$ cat src/inc/perf_consts.svh
// Constants for the performance event monitor
// Overview of operation
// - Four independent 32-bit counters, each counting a software-selected event.
// - Events include clocks, cache misses, dispatch types, mispredicted branches.
// - Control registers pick events, enable overflow interrupts and gate counting.
// - A counter with its top bit set is overflowed and can trigger interrupt.
// - A selected time-base bit rising from zero to one can trigger interrupt.
// - Condition may be raised anytime; exception taken only with external enable set.
// - The taken exception vectors to offset 0x00F00.
// - Priority is below external interrupt and above decrementer interrupt.
// - Overflow trigger stores the overflowing instruction address as sampled address.
// - Time-base trigger stores last completed instruction address as sampled address.
// - Counters, controls and sampled address are writable only at supervisor level.
// - User read-only views return counters, controls and sampled address.
// - Hardware clears the interrupt enable bit whenever the interrupt is signalled.
// - Freeze bit in first control stops every hardware counter change.
// - First control clears at reset and reads leave it unchanged.
`ifndef PERF_CONSTS_SVH
`define PERF_CONSTS_SVH

`define PM_NUM_CNT 4
`define PM_MSB 31
`define PM_ONE 32'h00000001
`define PM_WORD_ZERO 32'h00000000
`define PM_VECTOR 20'h00F00
`define PM_EV_W 4
`define PM_EVIN_W 16
`define PM_TB_W 4

// Register addresses
`define PM_A_CTL0 10'h3B8
`define PM_A_CNT1 10'h3B9
`define PM_A_CNT2 10'h3BA
`define PM_A_SAMP 10'h3BB
`define PM_A_CTL1 10'h3BC
`define PM_A_CNT3 10'h3BD
`define PM_A_CNT4 10'h3BE
`define PM_A_UCTL0 10'h3A8
`define PM_A_UCNT1 10'h3A9
`define PM_A_UCNT2 10'h3AA
`define PM_A_USAMP 10'h3AB
`define PM_A_UCTL1 10'h3AC
`define PM_A_UCNT3 10'h3AD
`define PM_A_UCNT4 10'h3AE
`define PM_A_STATUS 10'h3C0
`define PM_A_MASK 10'h3C1

// First control fields
`define PM_FREEZE 31
`define PM_NO_SUP 30
`define PM_NO_USER 29
`define PM_NO_MARK 28
`define PM_NO_UNMARK 27
`define PM_IRQ_EN 26
`define PM_STOP_ON_IRQ 25
`define PM_TB_SEL_HI 24
`define PM_TB_SEL_LO 23
`define PM_TB_EN 22
`define PM_OVF1_EN 21
`define PM_OVFN_EN 20
`define PM_EV1_HI 15
`define PM_EV1_LO 12
`define PM_EV2_HI 11
`define PM_EV2_LO 8
// Second control fields
`define PM_EV3_HI 31
`define PM_EV3_LO 28
`define PM_EV4_HI 27
`define PM_EV4_LO 24

// Interrupt status bits
`define PM_IRQ_W 3
`define PM_ST_OVF 0
`define PM_ST_TB 1
`define PM_ST_REJECT 2

`endif

$ cat src/inc/perf_pkg.sv
// Types for the performance event monitor
package perf_pkg;
    typedef logic [31:0] word_t;
    typedef logic [9:0] addr_t;
    typedef enum logic [3:0] {
        EV_NONE,
        EV_CLOCK,
        EV_ICACHE_MISS,
        EV_DCACHE_MISS,
        EV_L2_MISS,
        EV_DISP_INT,
        EV_DISP_LDST,
        EV_DISP_FLOAT,
        EV_DISP_BRANCH,
        EV_BRANCH_MISPRED
    } event_sel_t;
endpackage

$ cat src/design/event_counter_cell.sv
// One 32-bit event counter with software load
`timescale 1ns/1ps
`include "perf_consts.svh"
module event_counter_cell (
    input wire logic clk,
    input wire logic rst,
    input wire logic ce,
    input wire logic countEn,
    input wire logic eventHit,
    input wire logic loadEn,
    input wire perf_pkg::word_t loadData,
    output perf_pkg::word_t count
);
    import perf_pkg::*;

    word_t next_count;

    // Software load wins over counting
    always_comb begin
        next_count = count;
        if (loadEn) begin
            next_count = loadData;
        end else if (countEn && eventHit) begin
            next_count = count + `PM_ONE;
        end
    end

    // Counter register
    always_ff @(posedge clk or posedge rst) begin
        if (rst) begin
            count <= `PM_WORD_ZERO;
        end else if (ce) begin
            count <= next_count;
        end
    end
endmodule

$ cat src/design/perf_irq_status.sv
// Sticky interrupt status with mask and level output
`timescale 1ns/1ps
`include "perf_consts.svh"
module perf_irq_status (
    input wire logic clk,
    input wire logic rst,
    input wire logic ce,
    input wire logic [`PM_IRQ_W-1:0] setEvents,
    input wire logic clrWr,
    input wire logic maskWr,
    input wire perf_pkg::word_t wrData,
    output logic [`PM_IRQ_W-1:0] status,
    output logic [`PM_IRQ_W-1:0] mask,
    output logic irq
);
    import perf_pkg::*;

    logic [`PM_IRQ_W-1:0] next_status;
    logic [`PM_IRQ_W-1:0] next_mask;
    logic [`PM_IRQ_W-1:0] clrBits;

    // Write one to clear, new events win
    always_comb begin
        clrBits = clrWr ? wrData[`PM_IRQ_W-1:0] : {`PM_IRQ_W{1'b0}};
        next_status = (status & ~clrBits) | setEvents;
        next_mask = maskWr ? wrData[`PM_IRQ_W-1:0] : mask;
    end

    // Status and mask registers
    always_ff @(posedge clk or posedge rst) begin
        if (rst) begin
            status <= {`PM_IRQ_W{1'b0}};
            mask <= {`PM_IRQ_W{1'b0}};
        end else if (ce) begin
            status <= next_status;
            mask <= next_mask;
        end
    end

    // Level interrupt
    assign irq = |(status & mask);
endmodule

$ cat src/design/perf_event_monitor.sv
// Performance event monitor: counters, controls, sampled address, exception
//
// The register addresses and the strobed register port are this design's own decisions.
`timescale 1ns/1ps
`include "perf_consts.svh"
module perf_event_monitor (
    input wire logic clk,
    input wire logic rst,
    input wire logic ce,
    input wire perf_pkg::addr_t regAddr,
    input wire perf_pkg::word_t regWrData,
    input wire logic regWr,
    input wire logic regRd,
    input wire logic supervisorMode,
    input wire logic procUserMode,
    input wire logic procMarked,
    input wire logic [`PM_EVIN_W-1:0] eventIn,
    input wire logic [`PM_TB_W-1:0] timeBaseBits,
    input wire perf_pkg::word_t thresholdAddr,
    input wire perf_pkg::word_t lastCompletedAddr,
    input wire logic externalIrqEnable,
    input wire logic extIrqPending,
    output perf_pkg::word_t regRdData,
    output logic pmCondition,
    output logic excTaken,
    output logic [19:0] excVector,
    output logic decHold,
    output logic irq
);
    import perf_pkg::*;

    localparam addr_t CNT_ADDR [`PM_NUM_CNT] = '{
        `PM_A_CNT1, `PM_A_CNT2, `PM_A_CNT3, `PM_A_CNT4
    };

    word_t ctlFirst;
    word_t next_ctlFirst;
    word_t ctlSecond;
    word_t next_ctlSecond;
    word_t sampledInstrAddr;
    word_t next_sampledInstrAddr;
    word_t next_regRdData;
    word_t cnt [`PM_NUM_CNT];
    logic [`PM_EV_W-1:0] evSel [`PM_NUM_CNT];
    logic [`PM_NUM_CNT-1:0] evHit;
    logic [`PM_NUM_CNT-1:0] cntLoad;
    logic stopAfterIrq;
    logic next_stopAfterIrq;
    logic next_pmCondition;
    logic [`PM_TB_W-1:0] tbPrev;
    logic [`PM_TB_W-1:0] next_tbPrev;
    logic tbWas;
    logic wrOk;
    logic wrReject;
    logic mapped;
    logic countOk;
    logic ovfCond;
    logic tbBit;
    logic tbRise;
    logic pmSignal;
    logic takeNow;
    logic [`PM_IRQ_W-1:0] stEvents;
    logic [`PM_IRQ_W-1:0] stStatus;
    logic [`PM_IRQ_W-1:0] stMask;
    word_t rdValue;
    logic rdUserView;

    // Event select of a counter to a hit
    function automatic logic eventHitOf(input logic [`PM_EV_W-1:0] sel,
                                        input logic [`PM_EVIN_W-1:0] ev);
        eventHitOf = (sel == EV_CLOCK) || ((sel != EV_NONE) && ev[sel]);
    endfunction

    // Address and privilege decode
    always_comb begin
        case (regAddr)
            `PM_A_CTL0, `PM_A_CTL1, `PM_A_SAMP, `PM_A_CNT1, `PM_A_CNT2,
            `PM_A_CNT3, `PM_A_CNT4, `PM_A_STATUS, `PM_A_MASK: begin
                mapped = 1'b1;
            end
            `PM_A_UCTL0, `PM_A_UCTL1, `PM_A_USAMP, `PM_A_UCNT1, `PM_A_UCNT2,
            `PM_A_UCNT3, `PM_A_UCNT4: begin
                mapped = 1'b1;
            end
            default: begin
                mapped = 1'b0;
            end
        endcase
        wrOk = regWr && supervisorMode;
        wrReject = regWr && !supervisorMode && mapped;
    end

    // Event selects and counting permission
    always_comb begin
        evSel[0] = ctlFirst[`PM_EV1_HI:`PM_EV1_LO];
        evSel[1] = ctlFirst[`PM_EV2_HI:`PM_EV2_LO];
        evSel[2] = ctlSecond[`PM_EV3_HI:`PM_EV3_LO];
        evSel[3] = ctlSecond[`PM_EV4_HI:`PM_EV4_LO];
        countOk = !ctlFirst[`PM_FREEZE]
            && !(ctlFirst[`PM_NO_SUP] && !procUserMode)
            && !(ctlFirst[`PM_NO_USER] && procUserMode)
            && !(ctlFirst[`PM_NO_MARK] && procMarked)
            && !(ctlFirst[`PM_NO_UNMARK] && !procMarked)
            && !stopAfterIrq;
    end

    // Four counters
    for (genvar i = 0; i < `PM_NUM_CNT; i++) begin : g_cnt
        assign evHit[i] = eventHitOf(evSel[i], eventIn);
        assign cntLoad[i] = wrOk && (regAddr == CNT_ADDR[i]);
        event_counter_cell u_cell (
            .clk(clk),
            .rst(rst),
            .ce(ce),
            .countEn(countOk),
            .eventHit(evHit[i]),
            .loadEn(cntLoad[i]),
            .loadData(regWrData),
            .count(cnt[i])
        );
    end

    // Interrupt sources
    always_comb begin
        ovfCond = (ctlFirst[`PM_OVF1_EN] && cnt[0][`PM_MSB])
            || (ctlFirst[`PM_OVFN_EN]
                && (cnt[1][`PM_MSB] || cnt[2][`PM_MSB] || cnt[3][`PM_MSB]));
        tbBit = timeBaseBits[ctlFirst[`PM_TB_SEL_HI:`PM_TB_SEL_LO]];
        // Edge taken on the selected bit itself, so a new select makes no false rise
        tbWas = tbPrev[ctlFirst[`PM_TB_SEL_HI:`PM_TB_SEL_LO]];
        tbRise = ctlFirst[`PM_TB_EN] && tbBit && !tbWas;
        pmSignal = ce && ctlFirst[`PM_IRQ_EN] && (ovfCond || tbRise);
    end

    // Control, sampled address and pending state
    always_comb begin
        next_ctlFirst = ctlFirst;
        next_ctlSecond = ctlSecond;
        next_sampledInstrAddr = sampledInstrAddr;
        next_stopAfterIrq = stopAfterIrq;
        next_pmCondition = pmCondition;
        next_tbPrev = timeBaseBits;
        if (wrOk && regAddr == `PM_A_CTL0) begin
            next_ctlFirst = regWrData;
            next_stopAfterIrq = 1'b0;
        end
        if (wrOk && regAddr == `PM_A_CTL1) begin
            next_ctlSecond = regWrData;
        end
        if (wrOk && regAddr == `PM_A_SAMP) begin
            next_sampledInstrAddr = regWrData;
        end
        if (takeNow) begin
            next_pmCondition = 1'b0;
        end
        if (pmSignal) begin
            next_ctlFirst[`PM_IRQ_EN] = 1'b0;
            next_pmCondition = 1'b1;
            if (ctlFirst[`PM_STOP_ON_IRQ]) begin
                next_stopAfterIrq = 1'b1;
            end
            if (ovfCond) begin
                next_sampledInstrAddr = thresholdAddr;
            end else begin
                next_sampledInstrAddr = lastCompletedAddr;
            end
        end
    end

    // Control registers cleared at reset
    always_ff @(posedge clk or posedge rst) begin
        if (rst) begin
            ctlFirst <= `PM_WORD_ZERO;
            ctlSecond <= `PM_WORD_ZERO;
            sampledInstrAddr <= `PM_WORD_ZERO;
            stopAfterIrq <= 1'b0;
            pmCondition <= 1'b0;
            tbPrev <= {`PM_TB_W{1'b0}};
        end else if (ce) begin
            ctlFirst <= next_ctlFirst;
            ctlSecond <= next_ctlSecond;
            sampledInstrAddr <= next_sampledInstrAddr;
            stopAfterIrq <= next_stopAfterIrq;
            pmCondition <= next_pmCondition;
            tbPrev <= next_tbPrev;
        end
    end

    // Exception acceptance and priority
    always_comb begin
        takeNow = ce && pmCondition && externalIrqEnable
            && !extIrqPending;
        excTaken = takeNow;
        decHold = pmCondition && externalIrqEnable;
        excVector = `PM_VECTOR;
    end

    // Sticky status of block events
    always_comb begin
        stEvents = {`PM_IRQ_W{1'b0}};
        stEvents[`PM_ST_OVF] = pmSignal && ovfCond;
        stEvents[`PM_ST_TB] = pmSignal && !ovfCond;
        stEvents[`PM_ST_REJECT] = ce && wrReject;
    end

    perf_irq_status u_status (
        .clk(clk),
        .rst(rst),
        .ce(ce),
        .setEvents(stEvents),
        .clrWr(wrOk && regAddr == `PM_A_STATUS),
        .maskWr(wrOk && regAddr == `PM_A_MASK),
        .wrData(regWrData),
        .status(stStatus),
        .mask(stMask),
        .irq(irq)
    );

    // Read mux; user views open to all, the rest to supervisor
    always_comb begin
        rdValue = `PM_WORD_ZERO;
        rdUserView = 1'b0;
        case (regAddr)
            `PM_A_UCTL0: begin rdValue = ctlFirst; rdUserView = 1'b1; end
            `PM_A_UCTL1: begin rdValue = ctlSecond; rdUserView = 1'b1; end
            `PM_A_USAMP: begin rdValue = sampledInstrAddr; rdUserView = 1'b1; end
            `PM_A_UCNT1: begin rdValue = cnt[0]; rdUserView = 1'b1; end
            `PM_A_UCNT2: begin rdValue = cnt[1]; rdUserView = 1'b1; end
            `PM_A_UCNT3: begin rdValue = cnt[2]; rdUserView = 1'b1; end
            `PM_A_UCNT4: begin rdValue = cnt[3]; rdUserView = 1'b1; end
            `PM_A_CTL0: begin rdValue = ctlFirst; end
            `PM_A_CTL1: begin rdValue = ctlSecond; end
            `PM_A_SAMP: begin rdValue = sampledInstrAddr; end
            `PM_A_CNT1: begin rdValue = cnt[0]; end
            `PM_A_CNT2: begin rdValue = cnt[1]; end
            `PM_A_CNT3: begin rdValue = cnt[2]; end
            `PM_A_CNT4: begin rdValue = cnt[3]; end
            `PM_A_STATUS: begin rdValue = {29'h00000000, stStatus}; end
            `PM_A_MASK: begin rdValue = {29'h00000000, stMask}; end
            default: begin rdValue = `PM_WORD_ZERO; end
        endcase
        next_regRdData = `PM_WORD_ZERO;
        if (regRd && (supervisorMode || rdUserView)) begin
            next_regRdData = rdValue;
        end
    end

    // Read data for one cycle only
    always_ff @(posedge clk or posedge rst) begin
        if (rst) begin
            regRdData <= `PM_WORD_ZERO;
        end else if (ce) begin
            regRdData <= next_regRdData;
        end
    end
endmodule

$ cat config.mk
export PLATFORM = sky130hd
export DESIGN_NAME = perf_event_monitor
export DESIGN_NICKNAME = d
export VERILOG_FILES = /design/src/inc/perf_pkg.sv /design/src/design/event_counter_cell.sv /design/src/design/perf_irq_status.sv /design/src/design/perf_event_monitor.sv
export VERILOG_INCLUDE_DIRS = /design/src /design/src/inc
export SDC_FILE = /design/constraint.sdc
export NUM_CORES = 1
export LEC_CHECK = 0
export ABC_AREA = 1
export BUFFER_PORTS_ARGS = -buffer_cell sky130_fd_sc_hd__buf_2
export CORE_UTILIZATION = 30
export CTS_CLUSTER_SIZE = 28
export DETAILED_ROUTE_END_ITERATION = 10
export PLACE_DENSITY = 0.57
export SLEW_MARGIN = 20
export SYNTH_ARGS = -nofsm -noshare
export SYNTH_HDL_FRONTEND = slang
export SYNTH_SLANG_ARGS = --single-unit
$ cat constraint.sdc
create_clock -name clk -period 8.7 [get_ports clk]
set_input_delay 0.87 -clock clk [delete_from_list [all_inputs] [get_ports clk]]
set_output_delay 0.87 -clock clk [all_outputs]
set_load 0.02 [all_outputs]
# [Word level (Yosys, flattened, before mapping)]
# Index checks and enable logic that the tools add are counted.
[word_totals] register_bits=268 latchBits=0 ramBits=0 mem_bits_ro=0 output_inout_bits=56 wordCells=177 n_memories=0
[op_classes] addsub=4 n_mul=0 div=0 n_lt_le_gt_ge=5 eq_ne=20 shift=0 n_mux=35 n_bitwise=4 n_reduce_logical=95
[op_table] operator="32-bit two-way mux" count=12
[op_table] operator="32-bit one-hot mux with 9 select lines" count=1
[op_table] operator="10-bit equality test (second input constant)" count=16
[op_table] operator="32-bit by 1-bit adder with 32-bit output (second input constant)" count=4
[op_table] operator="1-bit logical AND" count=43
[op_table] operator="27-bit two-way mux" count=1
[op_table] operator="4-bit by 5-bit less-than comparator with 1-bit output (second input constant)" count=4
[op_table] operator="2-bit AND reduction" count=10
[op_table] operator="1-bit binary-select mux with 4-bit select" count=4
[op_table] operator="4-bit by 1-bit equality test with 1-bit output (second input constant)" count=4
[op_table] operator="4-bit nonzero test" count=4
[op_table] operator="16-bit OR reduction" count=1
[op_table] operator="1-bit two-way mux" count=14
[op_table] operator="2-bit nonzero test" count=7
[op_table] operator="2-bit OR reduction" count=7
[op_table] operator="1-bit zero test" count=12
[op_table] operator="1-bit logical OR" count=9
[op_table] operator="7-bit OR reduction" count=1
[op_table] operator="3-bit AND" count=2
[op_table] operator="1-bit binary-select mux with 2-bit select" count=2
[op_table] operator="2-bit by 3-bit less-than comparator with 1-bit output (second input constant)" count=1
[op_table] operator="3-bit two-way mux" count=1
[op_table] operator="3-bit NOT" count=1
[op_table] operator="3-bit bitwise OR" count=1
[op_table] operator="3-bit OR reduction" count=1

# [Depth between registers and ports, before layout]
# Gate-level depths: netlist of run 1.
[logic_depth] ltp_word=11 ltp_mapped=14 ltp_nobuf=12

# [Cells and area by module]
# A second synthesis of run 1 with hierarchy kept.
[hier_totals] hier_cells=3109 hier_area_um2=18989.5
[by_module_without_submodules] module="event_counter_cell" n_inst=4 cells_per_inst=420 area_per_inst_um2=2483.6
[by_module_without_submodules] module="perf_event_monitor" n_inst=1 cells_per_inst=1395 area_per_inst_um2=8780.9
[by_module_without_submodules] module="perf_irq_status" n_inst=1 cells_per_inst=34 area_per_inst_um2=274.0

# [Worst setup path after synthesis of run 1]
# No wires, ideal clock.
[synth_timing] path_type="input-to-output" start="in ce" end="out excTaken" t_arrival_ns=1.640 required_ns=7.830 slack_ns=6.190 path_stages=3 n_path_buf=1 path_cell_list="buf_2 > inv_2 > nor3_1"
[synth_between] elab_chain_len=3
[synth_lines] element="start: declaration" line="perf_event_monitor.sv:9" rtl="input wire logic ce,"
[synth_lines] element="1-bit logical AND (2 in series)" line="perf_event_monitor.sv:191" rtl="takeNow = ce && pmCondition && externalIrqEnable"
[synth_lines] element="1-bit logical AND" line="perf_event_monitor.sv:192" rtl="&& !extIrqPending;"
[synth_lines] element="end: declaration" line="perf_event_monitor.sv:25" rtl="output logic excTaken,"
# No other way between the ends.

# [Worst setup path after layout of run 1]
[layout_timing] start="reg g_cnt[2].u_cell.count[31]" end="reg sampledInstrAddr[6]"
[layout_between] elab_chain_len=8 elab_cells_between_ends=10 cone_classes="mux: 2; reduce/logical: 8"
[layout_lines] element="start: declaration" line="event_counter_cell.sv:12" rtl="output perf_pkg::word_t count"
[layout_lines] element="start signal: assignment" line="event_counter_cell.sv:31" rtl="count <= `PM_WORD_ZERO;"
[layout_lines] element="start signal: assignment" line="event_counter_cell.sv:33" rtl="count <= next_count;"
[layout_lines] element="1-bit logical OR (*) (2 in series)" line="perf_event_monitor.sv:127" rtl="&& (cnt[1][`PM_MSB] || cnt[2][`PM_MSB] || cnt[3][`PM_MSB]));"
[layout_lines] element="1-bit logical AND (*)" line="perf_event_monitor.sv:126" rtl="|| (ctlFirst[`PM_OVFN_EN]"
[layout_lines] element="1-bit logical OR (*)" line="perf_event_monitor.sv:125" rtl="ovfCond = (ctlFirst[`PM_OVF1_EN] && cnt[0][`PM_MSB])"
[layout_lines] element="1-bit logical OR" line="perf_event_monitor.sv:132" rtl="pmSignal = ce && ctlFirst[`PM_IRQ_EN] && (ovfCond || tbRise);"
[layout_lines] element="1-bit logical AND" line="perf_event_monitor.sv:132"
[layout_lines] element="2-bit nonzero test (no source line)"
[layout_lines] element="2-bit AND reduction (no source line)"
[layout_lines] element="end signal: assignment" line="perf_event_monitor.sv:175" rtl="sampledInstrAddr <= `PM_WORD_ZERO;"
[layout_lines] element="end signal: assignment" line="perf_event_monitor.sv:182" rtl="sampledInstrAddr <= next_sampledInstrAddr;"
[layout_lines] element="end: declaration" line="perf_event_monitor.sv:40" rtl="word_t sampledInstrAddr;"
# Every way passes the cells marked *; elsewhere a longest branch is shown, timed or not.
# A chain may end at the register's enable or synchronous reset.

==> summary.md, run 1 <==
| Metric | Value |
|---|---|
| Worst vdd ir | `0.000111 V` |
| Post-CTS Setup Inserts | `0` |
| Flop pwr share | `41.6%` |
| Drt wl/cell | `20.3 um` |
| Hold Violations, Final | `0` |
| Slew Viols, Final | `0` |
| # rows | `92` |
| Fmax | `251 MHz` |
| Via count | `20,841` |
| Fin crit share | `45.8%` |
| Layer with the highest usage | `met2` |
| Drt first pass iters | `6` |
| CP Launch Type | `flip-flop` |
| Layout cells sized above 1 | `8.98%` |
| Min Tclk post-route | `3.99 ns` |
| Hold WC Path Type | `in2async` |
| Sequential element share of the synthesized area | `between 30% and 40%` |
| Leak | `10.8 nW` |
| Post-layout util | `between 30% and 40%` |
| Synth-to-layout area growth | `14.0%` |
| Final global-route overflow total | `0` |
| Finish-stage setup viols | `0` |
| Gpl congestion | `approximately 1` |
| Arrival time worst endpoint | `4.43 ns` |
| Met2 Use GR | `between 30% and 40%` |
| Later-pin clock latency in the skew report | `0.58 ns` |
| CTS tree | `built` |
| Mapped Area | `roughly 19,000 sq um` |
| ANT nets after route | `0` |
| H-tree Lvls | `2` |
| Clock skew | `0.0504 ns` |
| Sink Count | `268` |
| Hpwl dp | `~60 mm` |
| Clk pin slew, worst setup/hold paths | `~0.060 ns` |
| Grt met3 use | `~4.7%` |
| Initial Utilization | `30.4%` |
| DIE WIDTH | `254 um` |
| ANT cells | `0` |
| Nets | `3,411` |
| PD cells | `142 nW/um^2` |
| Mapped Cells | `3,162` |
| Die H | `254 um` |
| CTS Hold Bufs | `0` |
| Initial antenna violation count | `0` |
| Unrepaired setup endpoints after global routing | `no` |
| Crit end category | `flip-flop` |
| Worst-margin pin slew | `1.03 ns` |
| Met1 Use GR | `36.1%` |
| Worst r2r path cells | `12` |
| Worst flop-to-flop path endpoint | `sampledInstrAddr[6]$_DFFE_PP0P_` |
| # IOs | `192` |
| CTS root buf | `clkbuf_16` |
| Max-Cap Viols | `0` |
| Synthesis Warnings | `0` |
| Syn Area/Cell | `6.05 sq um` |
| Clk network pwr share | `between 50% and 60%` |
| Setup slack, reg-to-reg | `4.71 ns` |
| Vias/cell | `5.03` |
| I/O Buffers | `169` |
| Net Sw Frac | `approximately 27%` |
| Worst slew margin | `between 30% and 40%` |
| Logic pwr share | `8.1%` |
| Status | `completed` |
| Internal power | `2.25 mW` |
| Most used flip-flop cell after synthesis | `dfrtp_1` |
| TNS Setup | `0 ns` |
| #FFs+latches synth | `268` |
| Setup CP Type | `reg2reg` |
| Library cells used by synthesis | `40` |
| Worst-path maximum fanout | `66` |
| Psw | `0.833 mW` |
| Pin count of the biggest net entering global routing | `136` |
| Critical R2R Launch | `g_cnt[2].u_cell.count[31]$_DFFE_PP0P_` |
| FFs w/ async S/R, synth | `100%` |
| DRC | `0` |
| Worst EP required | `~9.1 ns` |
| Total GRT Usage | `25.8%` |
| Post_cts resized | `0` |
| Tot Pwr | `around 3.1 mW` |
| Initial DRC count | `2,185` |
| Vias in the first global route | `18,630` |
| Post-synth EDFFs | `0` |
| DRT Wirelength | `84.2 mm` |
| First-pass GRT wire length | `123 mm` |
| DIE AREA | `between 60,000 and 70,000 sq um` |
| Longest Clk Path Bufs | `3` |
| Core area | `63,000 sq um` |
| CTS buffer count | `35` |
-- per-layer routing --
metal / vias to the layer above / routed length, um
li1: 10088 / -
met4: 0 / 3240
met3: 132 / 7180
met5: - / 0
met2: 919 / 36400
met1: 9702 / 37400
-- power by group through the flow --
stage	sequential [mW]	combinational (mW)	clock (mW)
final	1.28	0.251	1.55
after global routing	1.29	0.272	1.61
after CTS	1.28	0.248	1.57
after detailed placement	1.31	0.247	0
after global placement	1.31	0.246	0
after floorplan	1.30	0.128	0
-- worst max-delay path, cell delays in order (launching register included) --
cell     delay, ns
dfrtp_1       0.49
nor3_1        0.17
o22ai_4       0.14
buf_4         0.49
nand2_1       0.17
nand2_2       0.10
buf_4         0.53
inv_1         0.37
nand2_1       0.16
buf_4         0.35
inv_1         0.55
nand2_1       0.21
nand2_1       0.07
-- state kept, by name (all words and copies together) (netlist names) --
register and flops:
g_cnt.u_cell.count 128, ctlFirst 32, ctlSecond 32, regRdData 32, sampledInstrAddr 32, tbPrev 4
u_status.mask 3, u_status.status 3, pmCondition 1, stopAfterIrq 1
-- cell usage in the layout (no fill, tap or decap), types with 2 or more instances in the layout --
cell,count
nand2_1,1475
nor2_1,343
dfrtp_1,268
nand3_1,264
inv_1,258
o21ai_0,168
buf_2,168
o22ai_1,38
clkbuf_16,36
o211ai_1,35
xor2_1,27
o21ai_1,22
buf_4,21
conb_1,20
a21oi_1,19
nand3b_1,15
a31oi_1,11
nand4_1,10
nand2_2,9
inv_2,9
clkbuf_1,8
nand3_2,6
clkinv_2,6
nor2_2,5
bufinv_16,5
nor3_1,4
nor2_4,4
and2_1,4
ha_1,4
nand4_2,3
clkinv_1,3
xnor2_1,3
or2_2,3
clkinvlp_4,3
nand2_4,2
clkinv_4,2
clkbuf_8,2
-- cells by family (layout without fill, tap and decap cells) --
kind of cell	after synthesis	count (layout)	synth area share [%]
and+or+nand+nor	2150	2150	45.4
AOI/OAI and AO/OA	298	298	8.63
adders and majority gates	4	4	0.262
buffers and inverters	410	527	9.20
DFF	268	268	35.1
xor gates and xnor gates	30	30	1.37
other	2	20	0.0393
-- cells in the mapped netlist, drive strengths merged, types with 6 or more instances --
master  number  area (sq um)
nand3      270          1380
nand4       13           100
nor3         6          46.3
o22ai       39           244
nor2       353          1380
inv        269          1010
clkbuf      53           199
buf         84           527
a21oi       20           100
xor2        27           236
a31oi       11          68.8
nand2     1486          5610
o21ai      191           956
dfrtp      268          6710
nand3b      15           113
o211ai      35           263
-- per-stage QoR --
step | setup slack (ns) | cells | cell area [sq um] | hold slack (ns)
CTS | 4.83 | 4142 | 21800 | 0.476
global placement | 4.70 | 4079 | 20600 | 0.459
floorplan | 0.448 | 3180 | 19200 | 0.442
detailed placement | 4.68 | 4079 | 20600 | 0.460
finish | 4.71 | 4143 | 21800 | 0.282
global route | 4.44 | 4143 | 21800 | 0.306
-- worst max path at each step --
stage                                          start                               end  slack, ns  cells past startpoint
2_1_floorplan                                    rst           ctlFirst[0]$_DFFE_PP0P_       0.45                      1
3_3_place_gp                         timeBaseBits[1]   sampledInstrAddr[0]$_DFFE_PP0P_       4.70                     12
3_5_place_dp                         timeBaseBits[1]  sampledInstrAddr[17]$_DFFE_PP0P_       4.68                     12
4_1_cts        g_cnt[2].u_cell.count[31]$_DFFE_PP0P_  sampledInstrAddr[17]$_DFFE_PP0P_       4.83                     12
5_1_grt        g_cnt[2].u_cell.count[31]$_DFFE_PP0P_  sampledInstrAddr[21]$_DFFE_PP0P_       4.44                     12
6_report       g_cnt[2].u_cell.count[31]$_DFFE_PP0P_   sampledInstrAddr[6]$_DFFE_PP0P_       4.71                     12
-- layout make-up --
cell class,instances,area [sq um]
fillers,7069,41200
multi-input cells,2502,10700
flip-flops and latches,268,6710
well taps,846,1060
repair buffers,191,1050
inverters,273,1040
clock buffers,46,958
clock inverters,17,236
Power figures use the tool's default switching activity.
==> run 2, diff against run 1 <==
ABC_AREA = 0   (was 1)
PLACE_DENSITY = 0.56   (was 0.57)
clock period = 4.1 ns   (was 8.7 ns; I/O delays follow)
==> summary.md, run 2 <==
| Metric | Value |
|---|---|
| Main combinational cell family by area after synthesis | `compound AO/OA/AOI/OAI gates (was simple AND/OR/NAND/NOR gates)` |
| I/O Buffers | `169 (unchanged)` |
| CTS tree | `built (unchanged)` |
| Fin crit share | `74.7% (was 45.8%)` |
| Hold Violations, Final | `0 (unchanged)` |
| Worst slew margin | `32.4% (was 30.9%)` |
| CTS buffer count | `34 (was 35)` |
| Post_cts resized | `0 (unchanged)` |
| Library cells used by synthesis | `86 (was 40)` |
| Hold WC Path Type | `in2async (unchanged)` |
| Post-synth top cells | `dfrtp_1 (268), nand2_1 (142), nor2_1 (128), a21oi_1 (93), mux2_2 (92) (was nand2_1 (1,476), nor2_1 (343), dfrtp_1 (268), nand3_1 (264), inv_1 (259))` |
| CTS Hold Bufs | `0 (unchanged)` |
| Syn Area/Cell | `9.43 sq um (was 6.05 sq um)` |
| Status | `completed (unchanged)` |
| DRT Wirelength | `60.6 mm (was 84.2 mm)` |
| Mux share of post-synthesis cell area | `12.9% (was 0%)` |
| # rows | `85 (was 92)` |
| Dpl ws | `0.847 ns (was 4.68 ns)` |
| Total GRT Usage | `21.5% (was 25.8%)` |
| DIE AREA | `55,500 sq um (was 64,700 sq um)` |
| Unrepaired setup endpoints after global routing | `no (unchanged)` |
| Finish-stage setup viols | `0 (unchanged)` |
| Longest Clk Path Bufs | `3 (unchanged)` |
| Top-count cell post-synth | `dfrtp_1 (was nand2_1)` |
| Hpwl dp | `44.1 mm (was 61.7 mm)` |
| Largest reg by FF count | `g_cnt.u_cell.count (unchanged)` |
| Max-Cap Viols | `0 (unchanged)` |
| Worst-margin pin slew | `1.01 ns (was 1.03 ns)` |
| DP Cell Count | `2,518 (was 4,079)` |
| Synthesis Warnings | `0 (unchanged)` |
| CTS root buf | `clkbuf_16 (unchanged)` |
| Mapped Area | `16,400 sq um (was 19,100 sq um)` |
| Clk pin slew, worst setup/hold paths | `0.06 ns (about the same)` |
| ANT nets after route | `0 (unchanged)` |
| Top cells by area, synth | `dfrtp_1 (41%), mux2_2 (6.3%), mux2i_1 (4.5%) (was dfrtp_1 (35%), nand2_1 (29%), nand3_1 (6.9%))` |
| Leak | `7.86 nW (was 10.8 nW)` |
| # IOs | `192 (unchanged)` |
| Max FFs per register | `128 (unchanged)` |
| Arrival time worst endpoint | `3.46 ns (was 4.43 ns)` |
| Commonest non-fill, non-tap cells in the layout | `dfrtp_1 (268), buf_2 (169), nand2_1 (141) (was nand2_1 (1,475), nor2_1 (343), dfrtp_1 (268))` |
| Initial DRC count | `1,332 (was 2,185)` |
| Non-filler cells, final | `2,575 (was 4,143)` |
| DRC | `0 (unchanged)` |
| Nets | `1,998 (was 3,411)` |
| First-pass GRT wire length | `92.9 mm (was 123 mm)` |
| Post-CTS Setup Inserts | `0 (unchanged)` |
| PnR worst setup slack | `1.04 ns (was 4.71 ns)` |
| Post-synth EDFFs | `0 (unchanged)` |
| Fmax | `326 MHz (was 251 MHz)` |
| Post-synthesis simple-gate area fraction | `18.5% (was 45.4%)` |
| Sequential element share of the synthesized area | `41.0% (was 35.1%)` |
| PD cells | `321 nW/um^2 (was 142 nW/um^2)` |
| Layout cells sized above 1 | `21.2% (was 8.98%)` |
| Max incr delay on CP | `0.64 ns (was 0.55 ns)` |
| Worst-path cell chain | `mux4_2 > o22ai_1 > o32a_1 > nand2b_1 > a21oi_2 > a2bb2oi_1 (was nor3_1 > o22ai_4 > buf_4 > nand2_1 > nand2_2 > buf_4 > inv_1 > nand2_1 > buf_4 > inv_1 > nand2_1 > nand2_1)` |
| Vias in the first global route | `15,081 (was 18,630)` |
| Pin count of the biggest net entering global routing | `105 (was 136)` |
| Slew Viols, Final | `0 (unchanged)` |
| Gpl congestion | `0.937 (was 0.994)` |
| Mapped Cells | `1,736 (was 3,162)` |
| Compound-Gate Fraction of Synth Area | `22.6% (was 8.63%)` |
| Vias/cell | `6.03 (was 5.03)` |
| TNS Setup | `0 ns (unchanged)` |
| Via count | `15,522 (was 20,841)` |
| Initial antenna violation count | `1 (was 0)` |
| Sink Count | `268 (unchanged)` |
| Min Tclk post-route | `3.06 ns (was 3.99 ns)` |
| ANT cells | `0 (unchanged)` |
| Top cell type's share of synthesized area | `41.0% (was 35.1%)` |
| Drt wl/cell | `23.5 um (was 20.3 um)` |
| Setup CP Type | `reg2reg (unchanged)` |
| #FFs+latches synth | `268 (unchanged)` |
| Worst vdd ir | `0.000266 V (was 0.000111 V)` |
| Crit end category | `flip-flop (unchanged)` |
| Synth-to-layout area growth | `16.5% (was 14.0%)` |
| Commonest non-fill, non-tap cell in the layout | `dfrtp_1 (was nand2_1)` |
| DIE WIDTH | `236 um (was 254 um)` |
| Die H | `236 um (was 254 um)` |
| Core area | `53,900 sq um (was 63,000 sq um)` |
| Slowest stage cell, crit path | `o32a_1 (was inv_1)` |
| CP Launch Type | `flip-flop (unchanged)` |
| Later-pin clock latency in the skew report | `0.53 ns (was 0.58 ns)` |
| Initial Utilization | `30.4% (about the same)` |
| FFs w/ async S/R, synth | `100% (unchanged)` |
| Final global-route overflow total | `0 (unchanged)` |
| Clock skew | `0.0165 ns (was 0.0504 ns)` |
| Adder-cell share of the synthesized area | `0.306% (was 0.262%)` |
| Post-synthesis xor/xnor area fraction | `0% (was 1.37%)` |
| Yosys top cell by area | `dfrtp_1 (unchanged)` |
| Worst EP required | `4.49 ns (was 9.14 ns)` |
| Most used flip-flop cell after synthesis | `dfrtp_1 (unchanged)` |
| H-tree Lvls | `2 (unchanged)` |
| Drt first pass iters | `5 (was 6)` |
| Worst-path maximum fanout | `13 (was 66)` |
==> run 2: routing by layer <==
layer / track usage (%) / share of wire [%] / up-vias
met5: 0 / 0 / -
met4: 7.74 / 3.2 / 0
met3: 2.61 / 6.5 / 131
met2: 35.6 / 47 / 729
met1: 28.7 / 43 / 7700
li1: - / - / 6962
==> run 2: cells by family (layout without fill, tap and decap cells) <==
kind of cell | after synthesis | count (layout)
mux | 186 | 186
buf+inv | 171 | 296
simple gates | 593 | 593
compound gates | 512 | 512
flops | 268 | 268
other cells | 2 | 20
fa+ha+maj | 4 | 4
==> run 2: final timing paths <==
path	from	to	slack (ns)	depth (start not counted)
max	ctlSecond[28]$_DFFE_PP0P_	g_cnt[2].u_cell.count[0]$_DFFE_PP0P_	1.04	6
min reg2reg	regRdData[7]$_DFFE_PP0P_	regRdData[7]$_DFFE_PP0P_	0.48	1
max in group asynchronous	rst	sampledInstrAddr[16]$_DFFE_PP0P_	3.06	3
min	rst	ctlSecond[4]$_DFFE_PP0P_	0.01	2
max reg2reg	ctlSecond[28]$_DFFE_PP0P_	g_cnt[2].u_cell.count[0]$_DFFE_PP0P_	1.04	6
min in group clk	timeBaseBits[0]	tbPrev[0]$_DFFE_PP0P_	0.13	2
==> run 2: final cells by class <==
cell class	instances	area [sq um]
Sequential cell	268	6710
Multi-Input combinational cell	1315	9060
Clock inverter	6	83.8
Timing Repair Buffer	216	1220
Tap cell	696	871
Fill cell	5418	34800
Inverter	23	90.1
Clock buffer	51	1050
==> run 2: worst max-delay path, delay by kind of cell (launching register included) <==
kind               cells  cell delay (ns)
AOI/OAI and AO/OA      4             1.25
and+or+nand+nor        1             0.60
muxes                  1             0.54
DFF                    1             0.52
==> run 2: where the power goes <==
group,internal (mW),switching (mW),leakage [nW]
sequential,2.66,0.0197,3.68
clock,1.88,1.19,0.559
combinational,0.111,0.262,3.62
==> run 2: through the flow <==
stage / hold slack, ns / util, % / cell area [sq um] / power [mW]
3_3_place_gp: 0.469 / 33.3 / 17900 / 3.10
4_1_cts: 0.0246 / 35.4 / 19100 / 6.18
3_5_place_dp: 0.469 / 33.3 / 17900 / 3.10
6_report: 0.0126 / 35.4 / 19100 / 6.13
5_1_grt: 0.0525 / 35.4 / 19100 / 6.32
2_1_floorplan: 0.454 / - / 16400 / 2.91
